<file path="config.mk">
export PLATFORM = sky130hd
export DESIGN_NAME = pwss_slave
export DESIGN_NICKNAME = d
export VERILOG_FILES = /design/src/core/pwss_pkg.sv /design/src/core/pwss_slave.sv
export SDC_FILE = /design/constraint.sdc
export NUM_CORES = 1
export LEC_CHECK = 0
export BUFFER_PORTS_ARGS = -buffer_cell sky130_fd_sc_hd__buf_2
export CAP_MARGIN = 20
export CORE_ASPECT_RATIO = 0.75
export CORE_MARGIN = 5
export CORE_UTILIZATION = 55
export CTS_BUF_LIST = sky130_fd_sc_hd__clkbuf_16
export DETAILED_ROUTE_END_ITERATION = 16
export HOLD_SLACK_MARGIN = 0.1
export MAX_ROUTING_LAYER = met4
export PLACE_DENSITY = 0.68
export SETUP_SLACK_MARGIN = 0.02
export SYNTH_ARGS = -nofsm -noshare
export SYNTH_HDL_FRONTEND = slang
export SYNTH_SLANG_ARGS = --single-unit
</file>
<file path="constraint.sdc">
create_clock -name clk_i -period 4.6 [get_ports clk_i]
set_clock_uncertainty 0.1 [all_clocks]
set_input_delay 0.69 -clock clk_i [delete_from_list [all_inputs] [get_ports clk_i]]
set_output_delay 0.69 -clock clk_i [all_outputs]
set_load 0.01 [all_outputs]
</file>
<file path="src/core/pwss_pkg.sv">
// Package for the potentiometer wiper two-wire slave.
// Assumes a 200 MHz core clock; the bus lines arrive from outside that domain.
package pwss_pkg;
  localparam int          CLK_PERIOD_PS          = 5000;
  localparam int          GLITCH_FILTER_TIME_NS  = 50;
  localparam int          GLITCH_CYCLES          = (GLITCH_FILTER_TIME_NS * 1000 + CLK_PERIOD_PS - 1) / CLK_PERIOD_PS;
  localparam int          SETTLE_MIN_NS          = 5000;
  localparam int          SETTLE_CYCLES          = (SETTLE_MIN_NS * 1000 + CLK_PERIOD_PS - 1) / CLK_PERIOD_PS;
  localparam int          WIPER_W                = 7;
  localparam logic [6:0]  WIPER_RESET            = 7'h40;
  localparam logic [7:0]  REG_ADDR_WIPER         = 8'h00;
  localparam logic [6:0]  SLAVE_ADDR_DEFAULT     = 7'h2A;
  localparam logic [3:0]  BIT_LAST               = 4'h7;
  localparam logic [3:0]  BIT_ACK                = 4'h8;

  typedef enum logic [2:0]
  {
    PWSS_IDLE  = 3'b000,
    PWSS_ADDR  = 3'b001,
    PWSS_REG   = 3'b010,
    PWSS_DATA  = 3'b011,
    PWSS_READ  = 3'b100,
    PWSS_WAIT  = 3'b101
  } pwss_state_t;
endpackage

</file>
<file path="src/core/pwss_slave.sv">
// Two-wire serial slave front end holding the wiper position of a digital potentiometer.
// Assumes scl_i and sda_i come from pins; sda is open drain, driven low while sda_oe_o is high.
// Notes on behaviour
// [RULE1] Master starts a transfer only while the bus is idle.
// [RULE2] Data changes only while clock is low; stable while high.
// [RULE3] A data edge while clock is high is start or stop, never data.
// [RULE4] Master makes the clock; this slave never drives it.
// [RULE5] Start is data falling while clock is high.
// [RULE6] All activity is ignored until a start has been seen.
// [RULE7] Stop is data rising while clock is high.
// [RULE8] Master closes every read or write with a stop.
// [RULE9] Receiver acknowledges eight bits by holding data low for the ninth clock.
// [RULE10] Address byte is acknowledged only when it matches our slave address.
// [RULE11] Once addressed for write, every further byte is acknowledged.
// [RULE12] Read mode shifts eight bits, releases data, samples master acknowledge.
// [RULE13] Master acknowledge after a read byte makes the slave send more data.
// [RULE14] No acknowledge ends sending; slave idles until a stop.
// [RULE15] Master waits up to 1 ms after power before a read.
// [RULE16] Master waits up to 1 ms after power before a write.
// [RULE17] Wiper reaches new position 5 to 10 us after a write.
// [RULE18] Wiper settles at initial position 5 to 10 us after power up.
// [RULE19] Pulses up to 50 ns on clock or data are suppressed.
// [RULE20] First byte is seven address bits MSB first, then read high, write low.
// [RULE21] Write: address, register byte zero, one data byte, stop; update after third byte.
// [RULE22] Wiper holds seven bits; data MSB ignored on write, read back as zero.
// [RULE23] Wiper register loads midscale at power up.
// [RULE24] Clock and data are synchronised and filtered before edge detection.
`timescale 1ns/1ps
module pwss_slave
#(
  parameter logic [6:0] SLAVE_ADDR = pwss_pkg::SLAVE_ADDR_DEFAULT, // Arbitrary value
  parameter int         GLITCH_CYC = pwss_pkg::GLITCH_CYCLES,
  parameter int         SETTLE_CYC = pwss_pkg::SETTLE_CYCLES
)
(
  input  wire logic       clk_i,
  input  wire logic       srst_i,
  input  wire logic       ce_i,
  input  wire logic       scl_i,
  input  wire logic       sda_i,
  output logic            sda_o,
  output logic            sda_oe_o,
  output logic [6:0]      wiper_position_o,
  output logic            wiper_settled_o,
  output logic            busy_o
);
  // Synchronisers and filters
  logic [2:0]  scl_sync_reg;
  logic [2:0]  scl_sync_next;
  logic [2:0]  sda_sync_reg;
  logic [2:0]  sda_sync_next;
  logic        scl_f_reg;
  logic        scl_f_next;
  logic        sda_f_reg;
  logic        sda_f_next;
  logic [7:0]  scl_cnt_reg;
  logic [7:0]  scl_cnt_next;
  logic [7:0]  sda_cnt_reg;
  logic [7:0]  sda_cnt_next;

  function automatic logic [7:0] filt_cnt(input logic agree, input logic differs, input logic [7:0] cnt);
    if (!agree || !differs)
      filt_cnt = 8'h00;
    else
      filt_cnt = cnt + 8'h01;
  endfunction

  always_comb
  begin
    scl_sync_next = {scl_sync_reg[1:0], scl_i};
    sda_sync_next = {sda_sync_reg[1:0], sda_i};
    // Advance counts only when second and third stages agree [RULE24]
    scl_cnt_next = filt_cnt(scl_sync_reg[1] == scl_sync_reg[2], scl_sync_reg[2] != scl_f_reg, scl_cnt_reg);
    sda_cnt_next = filt_cnt(sda_sync_reg[1] == sda_sync_reg[2], sda_sync_reg[2] != sda_f_reg, sda_cnt_reg);
    scl_f_next = scl_f_reg;
    sda_f_next = sda_f_reg;
    // Level must persist past the noise window before it is accepted [RULE19]
    if (scl_cnt_next >= 8'(GLITCH_CYC))
    begin
      scl_f_next   = scl_sync_reg[2];
      scl_cnt_next = 8'h00;
    end
    if (sda_cnt_next >= 8'(GLITCH_CYC))
    begin
      sda_f_next   = sda_sync_reg[2];
      sda_cnt_next = 8'h00;
    end
  end

  always_ff @(posedge clk_i)
  begin
    if (srst_i)
    begin
      scl_sync_reg <= 3'h7;
      sda_sync_reg <= 3'h7;
      scl_f_reg    <= 1'b1;
      sda_f_reg    <= 1'b1;
      scl_cnt_reg  <= 8'h00;
      sda_cnt_reg  <= 8'h00;
    end
    else if (ce_i)
    begin
      scl_sync_reg <= scl_sync_next;
      sda_sync_reg <= sda_sync_next;
      scl_f_reg    <= scl_f_next;
      sda_f_reg    <= sda_f_next;
      scl_cnt_reg  <= scl_cnt_next;
      sda_cnt_reg  <= sda_cnt_next;
    end
  end

  // Edge and condition detection on filtered lines
  logic scl_d_reg;
  logic sda_d_reg;
  logic scl_rise;
  logic scl_fall;
  logic start_det;
  logic stop_det;

  always_ff @(posedge clk_i)
  begin
    if (srst_i)
    begin
      scl_d_reg <= 1'b1;
      sda_d_reg <= 1'b1;
    end
    else if (ce_i)
    begin
      scl_d_reg <= scl_f_reg;
      sda_d_reg <= sda_f_reg;
    end
  end

  assign scl_rise  = scl_f_reg && !scl_d_reg;
  assign scl_fall  = !scl_f_reg && scl_d_reg;
  assign start_det = scl_f_reg && scl_d_reg && sda_d_reg && !sda_f_reg; // [RULE3] [RULE5]
  assign stop_det  = scl_f_reg && scl_d_reg && !sda_d_reg && sda_f_reg; // [RULE3] [RULE7]

  // Protocol engine
  pwss_pkg::pwss_state_t state_reg;
  pwss_pkg::pwss_state_t state_next;
  logic [3:0]  bit_reg;
  logic [3:0]  bit_next;
  logic [7:0]  shift_reg;
  logic [7:0]  shift_next;
  logic        ack_ok_reg;
  logic        ack_ok_next;
  logic        sda_oe_reg;
  logic        sda_oe_next;
  logic [6:0]  wiper_reg;
  logic [6:0]  wiper_next;
  logic        busy_reg;
  logic        busy_next;
  logic        wr_pulse;

  always_comb
  begin
    state_next  = state_reg;
    bit_next    = bit_reg;
    shift_next  = shift_reg;
    ack_ok_next = ack_ok_reg;
    sda_oe_next = sda_oe_reg;
    wiper_next  = wiper_reg;
    busy_next   = busy_reg;
    wr_pulse    = 1'b0;
    if (stop_det)
    begin
      state_next  = pwss_pkg::PWSS_IDLE;
      sda_oe_next = 1'b0;
      busy_next   = 1'b0;
    end
    else if (start_det)
    begin
      // Repeated start reopens address phase from any state
      state_next  = pwss_pkg::PWSS_ADDR;
      // Clock fall that closes the start must not count as a bit
      bit_next    = 4'hF;
      sda_oe_next = 1'b0;
      busy_next   = 1'b1;
    end
    else if (state_reg != pwss_pkg::PWSS_IDLE && state_reg != pwss_pkg::PWSS_WAIT) // [RULE6]
    begin
      if (scl_rise)
      begin
        // Sample only at clock rise; data held while high [RULE2]
        if (bit_reg <= pwss_pkg::BIT_LAST && state_reg != pwss_pkg::PWSS_READ)
          shift_next = {shift_reg[6:0], sda_f_reg};
        if (bit_reg == pwss_pkg::BIT_ACK && state_reg == pwss_pkg::PWSS_READ)
          ack_ok_next = !sda_f_reg; // [RULE12]
      end
      else if (scl_fall)
      begin
        bit_next    = bit_reg + 4'h1;
        sda_oe_next = 1'b0;
        if (bit_reg == pwss_pkg::BIT_LAST)
        begin
          unique case (state_reg)
            pwss_pkg::PWSS_ADDR:
            begin
              if (shift_reg[7:1] == SLAVE_ADDR) // [RULE10] [RULE20]
                sda_oe_next = 1'b1; // [RULE9]
              else
                state_next = pwss_pkg::PWSS_WAIT;
            end
            pwss_pkg::PWSS_REG:
            begin
              sda_oe_next = 1'b1; // [RULE11]
              ack_ok_next = (shift_reg == pwss_pkg::REG_ADDR_WIPER);
            end
            pwss_pkg::PWSS_DATA:
            begin
              sda_oe_next = 1'b1; // [RULE11]
              if (ack_ok_reg)
              begin
                wiper_next = shift_reg[6:0]; // [RULE21] [RULE22]
                wr_pulse   = 1'b1; // [RULE17]
              end
            end
            pwss_pkg::PWSS_READ:
              sda_oe_next = 1'b0; // [RULE12]
            default:
              state_next = pwss_pkg::PWSS_WAIT;
          endcase
        end
        else if (bit_reg == pwss_pkg::BIT_ACK)
        begin
          bit_next = 4'h0;
          unique case (state_reg)
            pwss_pkg::PWSS_ADDR:
            begin
              if (shift_reg[0])
              begin
                state_next  = pwss_pkg::PWSS_READ;
                shift_next  = {1'b0, wiper_reg};
                sda_oe_next = 1'b1; // MSB always zero [RULE22]
              end
              else
                state_next = pwss_pkg::PWSS_REG;
            end
            pwss_pkg::PWSS_REG:
              state_next = pwss_pkg::PWSS_DATA;
            pwss_pkg::PWSS_DATA:
            begin
              state_next  = pwss_pkg::PWSS_DATA; // Further bytes acked, not stored [RULE11]
              ack_ok_next = 1'b0; // One data byte per write [RULE21]
            end
            pwss_pkg::PWSS_READ:
            begin
              if (ack_ok_reg)
              begin
                shift_next  = {1'b0, wiper_reg}; // [RULE13]
                sda_oe_next = 1'b1;
              end
              else
                state_next = pwss_pkg::PWSS_WAIT; // [RULE14]
            end
            default:
              state_next = pwss_pkg::PWSS_WAIT;
          endcase
        end
        else if (state_reg == pwss_pkg::PWSS_READ)
        begin
          // Next bit out after the falling edge; low bits drive, high bits release
          shift_next  = {shift_reg[6:0], 1'b0};
          sda_oe_next = !shift_reg[6];
        end
      end
    end
  end

  always_ff @(posedge clk_i)
  begin
    if (srst_i)
    begin
      state_reg  <= pwss_pkg::PWSS_IDLE;
      bit_reg    <= 4'h0;
      shift_reg  <= 8'h00;
      ack_ok_reg <= 1'b0;
      sda_oe_reg <= 1'b0;
      wiper_reg  <= pwss_pkg::WIPER_RESET; // [RULE23]
      busy_reg   <= 1'b0;
    end
    else if (ce_i)
    begin
      state_reg  <= state_next;
      bit_reg    <= bit_next;
      shift_reg  <= shift_next;
      ack_ok_reg <= ack_ok_next;
      sda_oe_reg <= sda_oe_next;
      wiper_reg  <= wiper_next;
      busy_reg   <= busy_next;
    end
  end

  // Settling: wiper output follows register after the least settle time
  logic [15:0] settle_cnt_reg;
  logic [15:0] settle_cnt_next;
  logic [6:0]  wiper_out_reg;
  logic [6:0]  wiper_out_next;
  logic        settled_reg;
  logic        settled_next;

  always_comb
  begin
    settle_cnt_next = settle_cnt_reg;
    wiper_out_next  = wiper_out_reg;
    settled_next    = settled_reg;
    if (wr_pulse)
    begin
      settle_cnt_next = 16'h0000;
      settled_next    = 1'b0;
    end
    else if (!settled_reg)
    begin
      settle_cnt_next = settle_cnt_reg + 16'h0001;
      if (settle_cnt_next >= 16'(SETTLE_CYC))
      begin
        wiper_out_next = wiper_reg; // [RULE17] [RULE18]
        settled_next   = 1'b1;
      end
    end
  end

  always_ff @(posedge clk_i)
  begin
    if (srst_i)
    begin
      settle_cnt_reg <= 16'h0000;
      wiper_out_reg  <= pwss_pkg::WIPER_RESET;
      settled_reg    <= 1'b0;
    end
    else if (ce_i)
    begin
      settle_cnt_reg <= settle_cnt_next;
      wiper_out_reg  <= wiper_out_next;
      settled_reg    <= settled_next;
    end
  end

  assign sda_o            = 1'b0; // Open drain: only ever pulls low; clock never driven [RULE4]
  assign sda_oe_o         = sda_oe_reg;
  assign wiper_position_o = wiper_out_reg;
  assign wiper_settled_o  = settled_reg;
  assign busy_o           = busy_reg;

  a_stop_idles: assert property (@(posedge clk_i) disable iff (srst_i)
    ce_i && stop_det |=> state_reg == pwss_pkg::PWSS_IDLE && !sda_oe_o) // [RULE7]
    else $error("stop did not idle the slave");

  a_start_addr: assert property (@(posedge clk_i) disable iff (srst_i)
    ce_i && start_det && !stop_det |=> state_reg == pwss_pkg::PWSS_ADDR && bit_reg == 4'hF) // [RULE5]
    else $error("start did not open address phase");

  a_idle_quiet: assert property (@(posedge clk_i) disable iff (srst_i)
    state_reg == pwss_pkg::PWSS_IDLE |-> !sda_oe_o) // [RULE6]
    else $error("driving data while idle");

  a_nomatch_noack: assert property (@(posedge clk_i) disable iff (srst_i)
    ce_i && state_reg == pwss_pkg::PWSS_ADDR && scl_fall && bit_reg == pwss_pkg::BIT_LAST
    && !start_det && !stop_det && shift_reg[7:1] != SLAVE_ADDR |=> !sda_oe_o) // [RULE10]
    else $error("acked a foreign address");

  a_write_ack: assert property (@(posedge clk_i) disable iff (srst_i)
    ce_i && state_reg == pwss_pkg::PWSS_DATA && scl_fall && bit_reg == pwss_pkg::BIT_LAST
    && !start_det && !stop_det |=> sda_oe_o) // [RULE11]
    else $error("write byte not acknowledged");

  a_wiper_msb: assert property (@(posedge clk_i) disable iff (srst_i)
    wr_pulse && ce_i |=> wiper_reg == $past(shift_reg[6:0]) && !settled_reg) // [RULE22]
    else $error("wiper write wrong");

  a_read_release: assert property (@(posedge clk_i) disable iff (srst_i)
    ce_i && state_reg == pwss_pkg::PWSS_READ && scl_fall && bit_reg == pwss_pkg::BIT_LAST
    && !start_det && !stop_det |=> !sda_oe_o) // [RULE12]
    else $error("read ack slot not released");

  a_nack_wait: assert property (@(posedge clk_i) disable iff (srst_i)
    ce_i && state_reg == pwss_pkg::PWSS_READ && scl_fall && bit_reg == pwss_pkg::BIT_ACK
    && !ack_ok_reg && !start_det && !stop_det |=> state_reg == pwss_pkg::PWSS_WAIT [*2]) // [RULE14]
    else $error("nack did not stop sending");
endmodule

</file>
==> qor.txt, run 1 <==
HPWL after detailed placement: 6.37 mm
Residual DRC: 0
register area share after synthesis: 36.8%
Die Y: 84.5 um
# Post-CTS Setup Buffers: 0
Synth Register Bits: 75
Fmax: 0.355 GHz
number of global-route vias before repair: 3181
worst hold path startpoint: wiper_position_o[0]
drt first-iter violations: 249
Static Leakage: 1.59 nW
top-count cell post-synth: dfxtp_1
routed wire length: 9.29 mm
r2r worst-path depth: 8
Max Cap Viol: 0
outcome: complete, no violations
Max Used Layer: met4
largest net degree at the start of global routing: 52
worst r2r src: settle_cnt_reg[0]
pwr/cell area: 312 mW/mm2
CTS Hold Bufs: 0
Finished Core Util: 61.0%
EDFF count, synth: 0
ys async rst share: 0%
syn_nets: 521
Placed Area: 0.00414 mm2
Layout area overhead: 8.69%
Worst Setup SP: settle_cnt_reg[0]
site row count: 27
# IOs: 16
DIE AREA: 0.00925 mm2
Peak VDD IR: 0.000215 V
overall power: 0.00138 W
Via density: 6.01
post-route ant nets: 0
Synth Flop Type: dfxtp_1
setup TNS: 0 ns
Finished Layout Cells: 606
total grt overflow: 0
Sink Count: 75
Synth top area share: 36.8%
Hold Path Class: flip-flop to flip-flop
H-tree levels: 3
# setup viols final: 0
1st-pass router iterations: 4
post-synth top area cell: dfxtp_1
CTS tree: done
final hold vios: 0
GP Congestion: 0.887
max FFs per register: 16
synth cell count leaders: dfxtp_1, nor2_1, a21oi_1, nand2_1, clkbuf_1
placed insts: 590
first-pass GRT wire length: 15.7 mm
WL met3: 540 um
DR WL met2: 3.75 mm
Unique masters post-synth: 66
nets: 514
CP max FO: 10
Cells after Synth: 508
clock-pin slew reported for the worst setup and hold paths after clock tree synthesis: 0.06 ns
Initial Util: 56.1%
CTS resizes: 0
latest clock arrival within the worst-skew pair: 0.33 ns
# fillers: 661
critical path class: flip-flop to flip-flop
Worst-Margin Slew: 0.743 ns
relative slew slack: 50.3%
synthesized area: 0.00408 mm2
Critical Path AT: 2.97 ns
CTS root buffer: clkbuf_16
RSZ-0062 raised after global routing: false
final period utilization: 61.2%
R2R setup slack: 1.78 ns
Max Transition Viols Final: 0
largest cells by area after synthesis: dfxtp_1, a21oi_1, nor2_1
Port Buffers: 14
aggregate global-route resource usage: 21.4%
initial antenna violation count: 0
antenna fix cells: 0
Worst Hold End: wiper_position_o[0]
die width: 109 um
hold path depth: 2
DR WL/cell: 15.3 um
M1 WL: 4.92 mm
Clock Path Buffers: 2
DR vias: 3643
element type at the critical path start: flip-flop
crit path capture type: flip-flop
Synthesis Warnings: 0
layout cell share with drive strength beyond 1: 8.91%
Core ar.: 0.00726 mm2
Design Area, Final: 0.00443 mm2
CTS buffer count: 9
Critical Path RT: 4.76 ns
Mean Syn Cell Area: 8.02 um2
FF-to-FF End: wiper_position_o[6]
final period demand of the worst path: 2.82 ns
metal layers:
layer	vias to the layer above	global-route usage [%]
met5	-	-
met4	0	4.98
met3	9	4.92
met2	96	28.8
met1	1693	31.9
li1	1845	-
worst max-delay path, stage by stage, from the launching register on:
cell and delay, ns:
dfxtp_1 0.48, ha_1 0.40, nor2b_1 0.18, a211oi_1 0.06, o32ai_1 0.43, o2111ai_1 0.25, a21oi_2 0.36, or2_1 0.29
mux2i_1 0.21
cell type report:
type / instances / area (um2) / area share (%)
multi-input cells: 384 / 2370 / 53.5
repair buffers: 18 / 100 / 2.26
flip-flops and latches: 75 / 1500 / 33.9
clock buffers: 9 / 225 / 5.08
inverters: 13 / 48.8 / 1.10
well taps: 101 / 126 / 2.85
clock inverters: 6 / 58.8 / 1.33
worst max path at each step:
stage	end	cells past startpoint	slack, ns
6_report	wiper_position_o[6]	8	1.78
5_1_grt	wiper_position_o[6]	8	1.59
4_1_cts	wiper_position_o[6]	8	1.84
3_5_place_dp	wiper_position_o[6]	8	1.85
3_3_place_gp	wiper_position_o[3]	7	1.92
2_1_floorplan	wiper_position_o[2]	10	2.13
logic make-up (layout without fill, tap and decap cells):
kind of cell | Yosys count | after routing | share of synthesized area, %
compound gates | 138 | 138 | 21.9
mux | 15 | 15 | 3.68
simple gates | 217 | 217 | 28.9
fa+ha+maj | 8 | 8 | 2.46
xor+xnor | 5 | 5 | 1.07
flops | 75 | 75 | 36.8
other cells | 1 | 1 | 0.0920
buf+inv | 49 | 46 | 5.04
power by group:
part | total, W | internal (W) | switching [W]
logic | 0.0000462 | 0.0000134 | 0.0000328
registers | 0.000658 | 0.000653 | 0.00000505
clock network | 0.000679 | 0.000413 | 0.000266
cells in the final DEF (no fill, tap or decap), types with 8 or more instances in the layout:
master     instances
a22oi_1           11
and2_1            10
buf_2             14
nor3_1            12
a211oi_1          17
nand2_1           41
a21oi_1           41
clkbuf_16          9
inv_1             14
ha_1               8
mux2i_1           15
dfxtp_1           75
nand3_1           26
nor2_1            51
o21ai_0           24
per-stage QoR:
| step | hold WS (ns) | setup WS [ns] |
|---|---|---|
| global placement | 0.337 | 1.92 |
| CTS | 0.357 | 1.84 |
| finish | 0.359 | 1.78 |
| detailed placement | 0.341 | 1.85 |
| global route | 0.394 | 1.59 |
| floorplan | 0.341 | 2.13 |
Note: power is estimated with default switching activity, not from simulation.
==> run 2: changes to the inputs <==
--- a/config.mk
+++ b/config.mk
@@ -5,6 +5,7 @@
 export SDC_FILE = /design/constraint.sdc
 export NUM_CORES = 1
 export LEC_CHECK = 0
+export ABC_AREA = 1
 export BUFFER_PORTS_ARGS = -buffer_cell sky130_fd_sc_hd__buf_2
 export CAP_MARGIN = 20
 export CORE_ASPECT_RATIO = 0.75
==> constraint.sdc (replaced) <==
create_clock -name clk_i -period 2.9 [get_ports clk_i]
set_clock_uncertainty 0.1 [all_clocks]
set_input_delay 0.435 -clock clk_i [delete_from_list [all_inputs] [get_ports clk_i]]
set_output_delay 0.435 -clock clk_i [all_outputs]
set_load 0.01 [all_outputs]
==> run 2 against run 1 <==
Net effect:
- worst setup slack worse by 1.1 ns
- clock-buffer cell count stayed put
- design area is 0.85% lower
- first-iteration DRC count is 4.8% lower
- area after synthesis is 2.6% lower
- non-clock buffer count is 1 lower
- sequential power is 61% higher
- routed wire length is 3.0% lower
- die area is 2.3% lower
- combinational power is 130% higher
- critical path type unchanged
- sequential share of layout area is 0.29 points higher
==> qor.txt, run 2 <==
# setup viols final: 0
DIE AREA: 0.00903 mm2
r2r worst-path depth: 6
Synth top area share: 37.8%
final hold vios: 0
most frequent cells in the layout: nand2_1, dfxtp_1, nor2_1
initial antenna violation count: 0
die width: 108 um
setup TNS: 0 ns
clock-pin slew reported for the worst setup and hold paths after clock tree synthesis: 0.06 ns
latest clock arrival within the worst-skew pair: 0.33 ns
element type at the critical path start: flip-flop
overall power: 0.00236 W
CTS buffer count: 9
WL met3: 530 um
routed wire length: 9.02 mm
Placed Area: 0.00407 mm2
post-synth top area cell: dfxtp_1
Core ar.: 0.00693 mm2
commonest non-fill, non-tap cell in the layout: nand2_1
Finished Core Util: 63.4%
DR vias: 3777
synth cell count leaders: nand2_1, dfxtp_1, nor2_1, inv_1, nand3_1
Cells after Synth: 596
Via density: 5.33
Synth Register Bits: 75
synthesized area: 0.00397 mm2
GP Congestion: 0.934
hold path depth: 3
Synthesis Warnings: 0
largest cells by area after synthesis: dfxtp_1, nand2_1, nand3_1
site row count: 26
CP max FO: 15
top-count cell post-synth: nand2_1
pwr/cell area: 536 mW/mm2
Unique masters post-synth: 42
drt first-iter violations: 237
Initial Util: 57.3%
crit path capture type: flip-flop
CTS Hold Bufs: 0
Sink Count: 75
Hold Path Class: primary input to flip-flop
FF-to-FF End: wiper_reg[5]
EDFF count, synth: 0
syn_nets: 609
1st-pass router iterations: 5
CTS root buffer: clkbuf_16
worst hold path startpoint: sda_i
post-route ant nets: 0
first-pass GRT wire length: 15.5 mm
Max Cap Viol: 0
relative slew slack: 47.0%
number of global-route vias before repair: 3449
total grt overflow: 0
M1 WL: 4.58 mm
R2R setup slack: 0.70 ns
antenna fix cells: 0
Static Leakage: 1.84 nW
Fmax: 0.454 GHz
aggregate global-route resource usage: 21.2%
max FFs per register: 16
DR WL/cell: 12.7 um
# IOs: 16
H-tree levels: 3
Port Buffers: 14
RSZ-0062 raised after global routing: false
CTS tree: done
Max Transition Viols Final: 0
layout cell share with drive strength beyond 1: 8.35%
Synth Flop Type: dfxtp_1
final period utilization: 75.9%
Worst Hold End: sda_sync_reg[0]
register area share after synthesis: 37.8%
Die Y: 83.6 um
WHS: 0.218 ns
Worst-Margin Slew: 0.794 ns
ys async rst share: 0%
Mean Syn Cell Area: 6.66 um2
Residual DRC: 0
Critical Path AT: 2.28 ns
worst r2r src: bit_reg[0]
outcome: complete, no violations
CTS resizes: 0
HPWL after detailed placement: 6.36 mm
DR WL met2: 3.84 mm
nets: 619
largest net degree at the start of global routing: 34
final period demand of the worst path: 2.20 ns
Layout area overhead: 10.7%
# Post-CTS Setup Buffers: 0
Peak VDD IR: 0.000468 V
Clock Path Buffers: 2
Critical Path RT: 2.98 ns
Design Area, Final: 0.00439 mm2
Max Used Layer: met4
critical path class: flip-flop to flip-flop
## run 2: metrics by stage
| step | instances | setup WS (ns) |
|---|---|---|
| after global placement | 693 | 0.733 |
| after detailed placement | 693 | 0.732 |
| final | 709 | 0.698 |
| after floorplan | 596 | 1.10 |
| after CTS | 709 | 0.710 |
| after global routing | 709 | 0.426 |
## run 2: layer usage
| layer | track usage (%) | up-vias |
|---|---|---|
| met5 | - | - |
| met4 | 5.39 | 0 |
| met3 | 4.95 | 10 |
| met2 | 31.0 | 94 |
| met1 | 29.5 | 1701 |
| li1 | - | 1972 |
## run 2: cell families (layout without fill, tap and decap cells)
kind of cell / Yosys count / count (layout) / synth area share (%)
AO/OA/AOI/OAI: 102 / 102 / 14.2
XOR/XNOR: 3 / 3 / 0.662
adder cells (fa/ha/maj): 8 / 8 / 2.52
buffers and inverters: 85 / 100 / 9.14
flip-flops: 75 / 75 / 37.8
other: 1 / 1 / 0.0945
AND/OR/NAND/NOR: 322 / 322 / 35.6
## run 2: how the worst max path moves through the flow
stage	startpoint	endpoint	slack, ns
finish	bit_reg[0]	wiper_reg[5]	0.70
global route	bit_reg[0]	wiper_reg[0]	0.43
CTS	bit_reg[0]	wiper_reg[5]	0.71
detailed placement	ce_i	wiper_position_o[1]	0.73
global placement	ce_i	wiper_position_o[1]	0.73
floorplan	settle_cnt_reg[0]	wiper_position_o[3]	1.10
## run 2: layout make-up
| cell class | count | area (um2) |
|---|---|---|
| well taps | 98 | 123 |
| flip-flops and latches | 75 | 1500 |
| clock inverters | 7 | 93.8 |
| multi-input cells | 436 | 2100 |
| repair buffers | 17 | 92.6 |
| inverters | 67 | 251 |
| fillers | 668 | 2540 |
| clock buffers | 9 | 225 |
## run 2: worst max-delay path, cell delays in order, from the launching register on
cell and delay, ns:
dfxtp_1 0.38, ha_1 0.23, nand3_2 0.18, nor2_1 0.27
nand4_1 0.54, nor2_1 0.28, a211oi_1 0.06
## run 2: power by group
group	internal, W	total (W)	switching [W]
registers	0.00104	0.00106	0.0000122
clock network	0.000752	0.00120	0.000444
logic	0.0000278	0.000104	0.0000761
==> run 3: changes to the inputs <==
--- a/config.mk
+++ b/config.mk
@@ -5,7 +5,7 @@
 export SDC_FILE = /design/constraint.sdc
 export NUM_CORES = 1
 export LEC_CHECK = 0
-export ABC_AREA = 1
+export ABC_AREA = 0
 export BUFFER_PORTS_ARGS = -buffer_cell sky130_fd_sc_hd__buf_2
 export CAP_MARGIN = 20
 export CORE_ASPECT_RATIO = 0.75
==> constraint.sdc (replaced) <==
create_clock -name clk_i -period 2.05 [get_ports clk_i]
set_clock_uncertainty 0.1 [all_clocks]
set_input_delay 0.3075 -clock clk_i [delete_from_list [all_inputs] [get_ports clk_i]]
set_output_delay 0.3075 -clock clk_i [all_outputs]
set_load 0.01 [all_outputs]
==> run 3 against run 2 <==
Net effect:
- flip-flop and latch count did not move
- the run now ends with negative setup slack left
- combinational power is 72% higher
- critical path depth up 1
- sequential power increased by 38%
- total power grew 42%
- sequential share of layout area decreased by 8.8 points
- register-to-register slack worse by 0.84 ns
- largest cell class unchanged
- clock power up 42%
- routed wire length increased by 50%
==> qor.txt, run 3 (synthesis results as in run 1) <==
outcome: complete, but fails checks
failing checks: negative setup slack
critical path class: flip-flop to flip-flop
initial antenna violation count: 0
Max Transition Viols Final: 0
CP max stage cell: dfxtp_4
Clock Path Buffers: 2
Critical path buffers and inverters: 0
Finished Layout Cells: 733
routed wire length: 13.5 mm
DR WL/cell: 18.4 um
max FFs per register: 16
antenna fix cells: 0
CP max FO: 7
pwr/cell area: 538 mW/mm2
Peak VDD IR: 0.000401 V
first-pass GRT wire length: 19.8 mm
Initial Util: 56.1%
drt first-iter violations: 391
cell mode on critical path: or2_4
r2r worst-path depth: 7
Max Cap Viol: 0
element type at the critical path start: flip-flop
RSZ-0062 raised after global routing: true
Port Buffers: 14
Via density: 6.13
Worst Setup SP: settle_cnt_reg[3]
# setup viols final: 12
Fmax: 0.455 GHz
worst hold path startpoint: srst_i
CP peak stage delay: 0.38 ns
clock-pin slew reported for the worst setup and hold paths after clock tree synthesis: 0.06 ns
total grt overflow: 0
R2R setup slack: -0.15 ns
Critical Path RT: 2.18 ns
most frequent cells in the layout: buf_4, dfxtp_1, nor2_1
Layout area overhead: 52.3%
number of global-route vias before repair: 4136
final period demand of the worst path: 2.20 ns
final hold vios: 0
crit path capture type: flip-flop
CTS tree: done
GP Congestion: 0.902
CP Cell Sequence: nand3_4 -> or2_4 -> o41a_1 -> nor4_4 -> a21oi_2 -> or2_4 -> a31o_1
commonest non-fill, non-tap cell in the layout: buf_4
HPWL after detailed placement: 7.69 mm
hold path depth: 2
DR vias: 4490
1st-pass router iterations: 5
setup TNS: -0.911 ns
Core ar.: 0.00726 mm2
Hold Path Class: primary input to flip-flop
nets: 640
placed insts: 679
final period utilization: 107%
Sink Count: 75
die width: 109 um
Worst Hold End: busy_o
# IOs: 16
latest clock arrival within the worst-skew pair: 0.34 ns
CTS root buffer: clkbuf_16
Top delay family on crit path: simple AND/OR/NAND/NOR gates
H-tree levels: 3
site row count: 27
post-route ant nets: 0
CTS buffer count: 9
DIE AREA: 0.00925 mm2
Die Y: 84.5 um
layout cell share with drive strength beyond 1: 47.8%
Residual DRC: 0
Critical Path AT: 2.33 ns
largest net degree at the start of global routing: 29
worst r2r src: settle_cnt_reg[3]
FF-to-FF End: wiper_position_o[2]
PnR worst setup slack: -0.147 ns
Static Leakage: 2.42 nW
aggregate global-route resource usage: 27.3%
## run 3: cell types whose count changed in the layout (fill, tap and decap cells not counted), sizes merged, moves of 9 or more
cell / change
buf: +124
a22oi: +11
a211oi: +10
nand3: -36
nor2: -21
inv: -52
mux2i: +15
nand2: -117
and2: +9
## run 3: how the worst max path moves through the flow
stage          cells after the start                   to  slack [ns]
2_1_floorplan                      9  wiper_position_o[2]       -0.16
3_3_place_gp                       7  wiper_position_o[3]       -0.18
3_5_place_dp                       7  wiper_position_o[2]       -0.25
4_1_cts                            8  wiper_position_o[3]       -0.12
5_1_grt                            9  wiper_position_o[3]       -0.21
6_report                           7  wiper_position_o[2]       -0.15
## run 3: report_power, final
| part | total, W | internal (W) | leakage (nW) | switching (W) |
|---|---|---|---|---|
| sequential | 0.00146 | 0.00145 | 0.622 | 0.0000112 |
| combinational | 0.000179 | 0.0000732 | 1.64 | 0.000105 |
| clock | 0.00170 | 0.00106 | 0.155 | 0.000637 |
## run 3: timing repair
| item | in CTS | in global routing |
|---|---|---|
| hold buffers | 2 | 0 |
| resized for setup | 82 | 101 |
| buffers inserted | 22 | 15 |
| gates cloned | 0 | 1 |
| endpoints found under the hold margin | 2 | 0 |
| pin swaps | 39 | 24 |
| endpoints found under the setup margin | 27 | 54 |
## run 3: metal layers
layer / GRT usage (%) / wire length [um] / part of all wire, % / vias to the layer above
met2: 42.8 / 6690 / 50 / 161
met4: 8.83 / 284 / 2.1 / 0
li1: - / - / - / 2088
met1: 35.2 / 5840 / 43 / 2211
met3: 5.61 / 682 / 5.1 / 30
met5: - / 0 / 0 / -
## run 3: area by class of cell
cell class                 count  area (um2)
inverter                      13        48.8
clock buffer                   9         225
sequential                    75        1570
fill                         387        1060
tap                          101         126
multi-input combinational    384        3000
clock inverter                 7        92.6
timing repair buffer         144        1140
## run 3: worst register-to-register path, cell delays in order (launching register included)
cell	delay [ns]
dfxtp_4	0.38
nand3_4	0.11
or2_4	0.28
o41a_1	0.37
nor4_4	0.21
a21oi_2	0.12
or2_4	0.30
a31o_1	0.23
## run 3: per-stage QoR
stage / hold WS, ns / worst slack (ns) / instance area [um2] / total power [W] / util, %
floorplan: 0.336 / -0.158 / 4210 / 0.00159 / -
CTS: 0.161 / -0.122 / 5740 / 0.00333 / 79.1
finish: 0.193 / -0.147 / 6200 / 0.00334 / 85.4
global route: 0.201 / -0.209 / 6200 / 0.00344 / 85.4
global placement: 0.350 / -0.177 / 4920 / 0.00164 / 67.7
detailed placement: 0.355 / -0.248 / 4920 / 0.00164 / 67.7
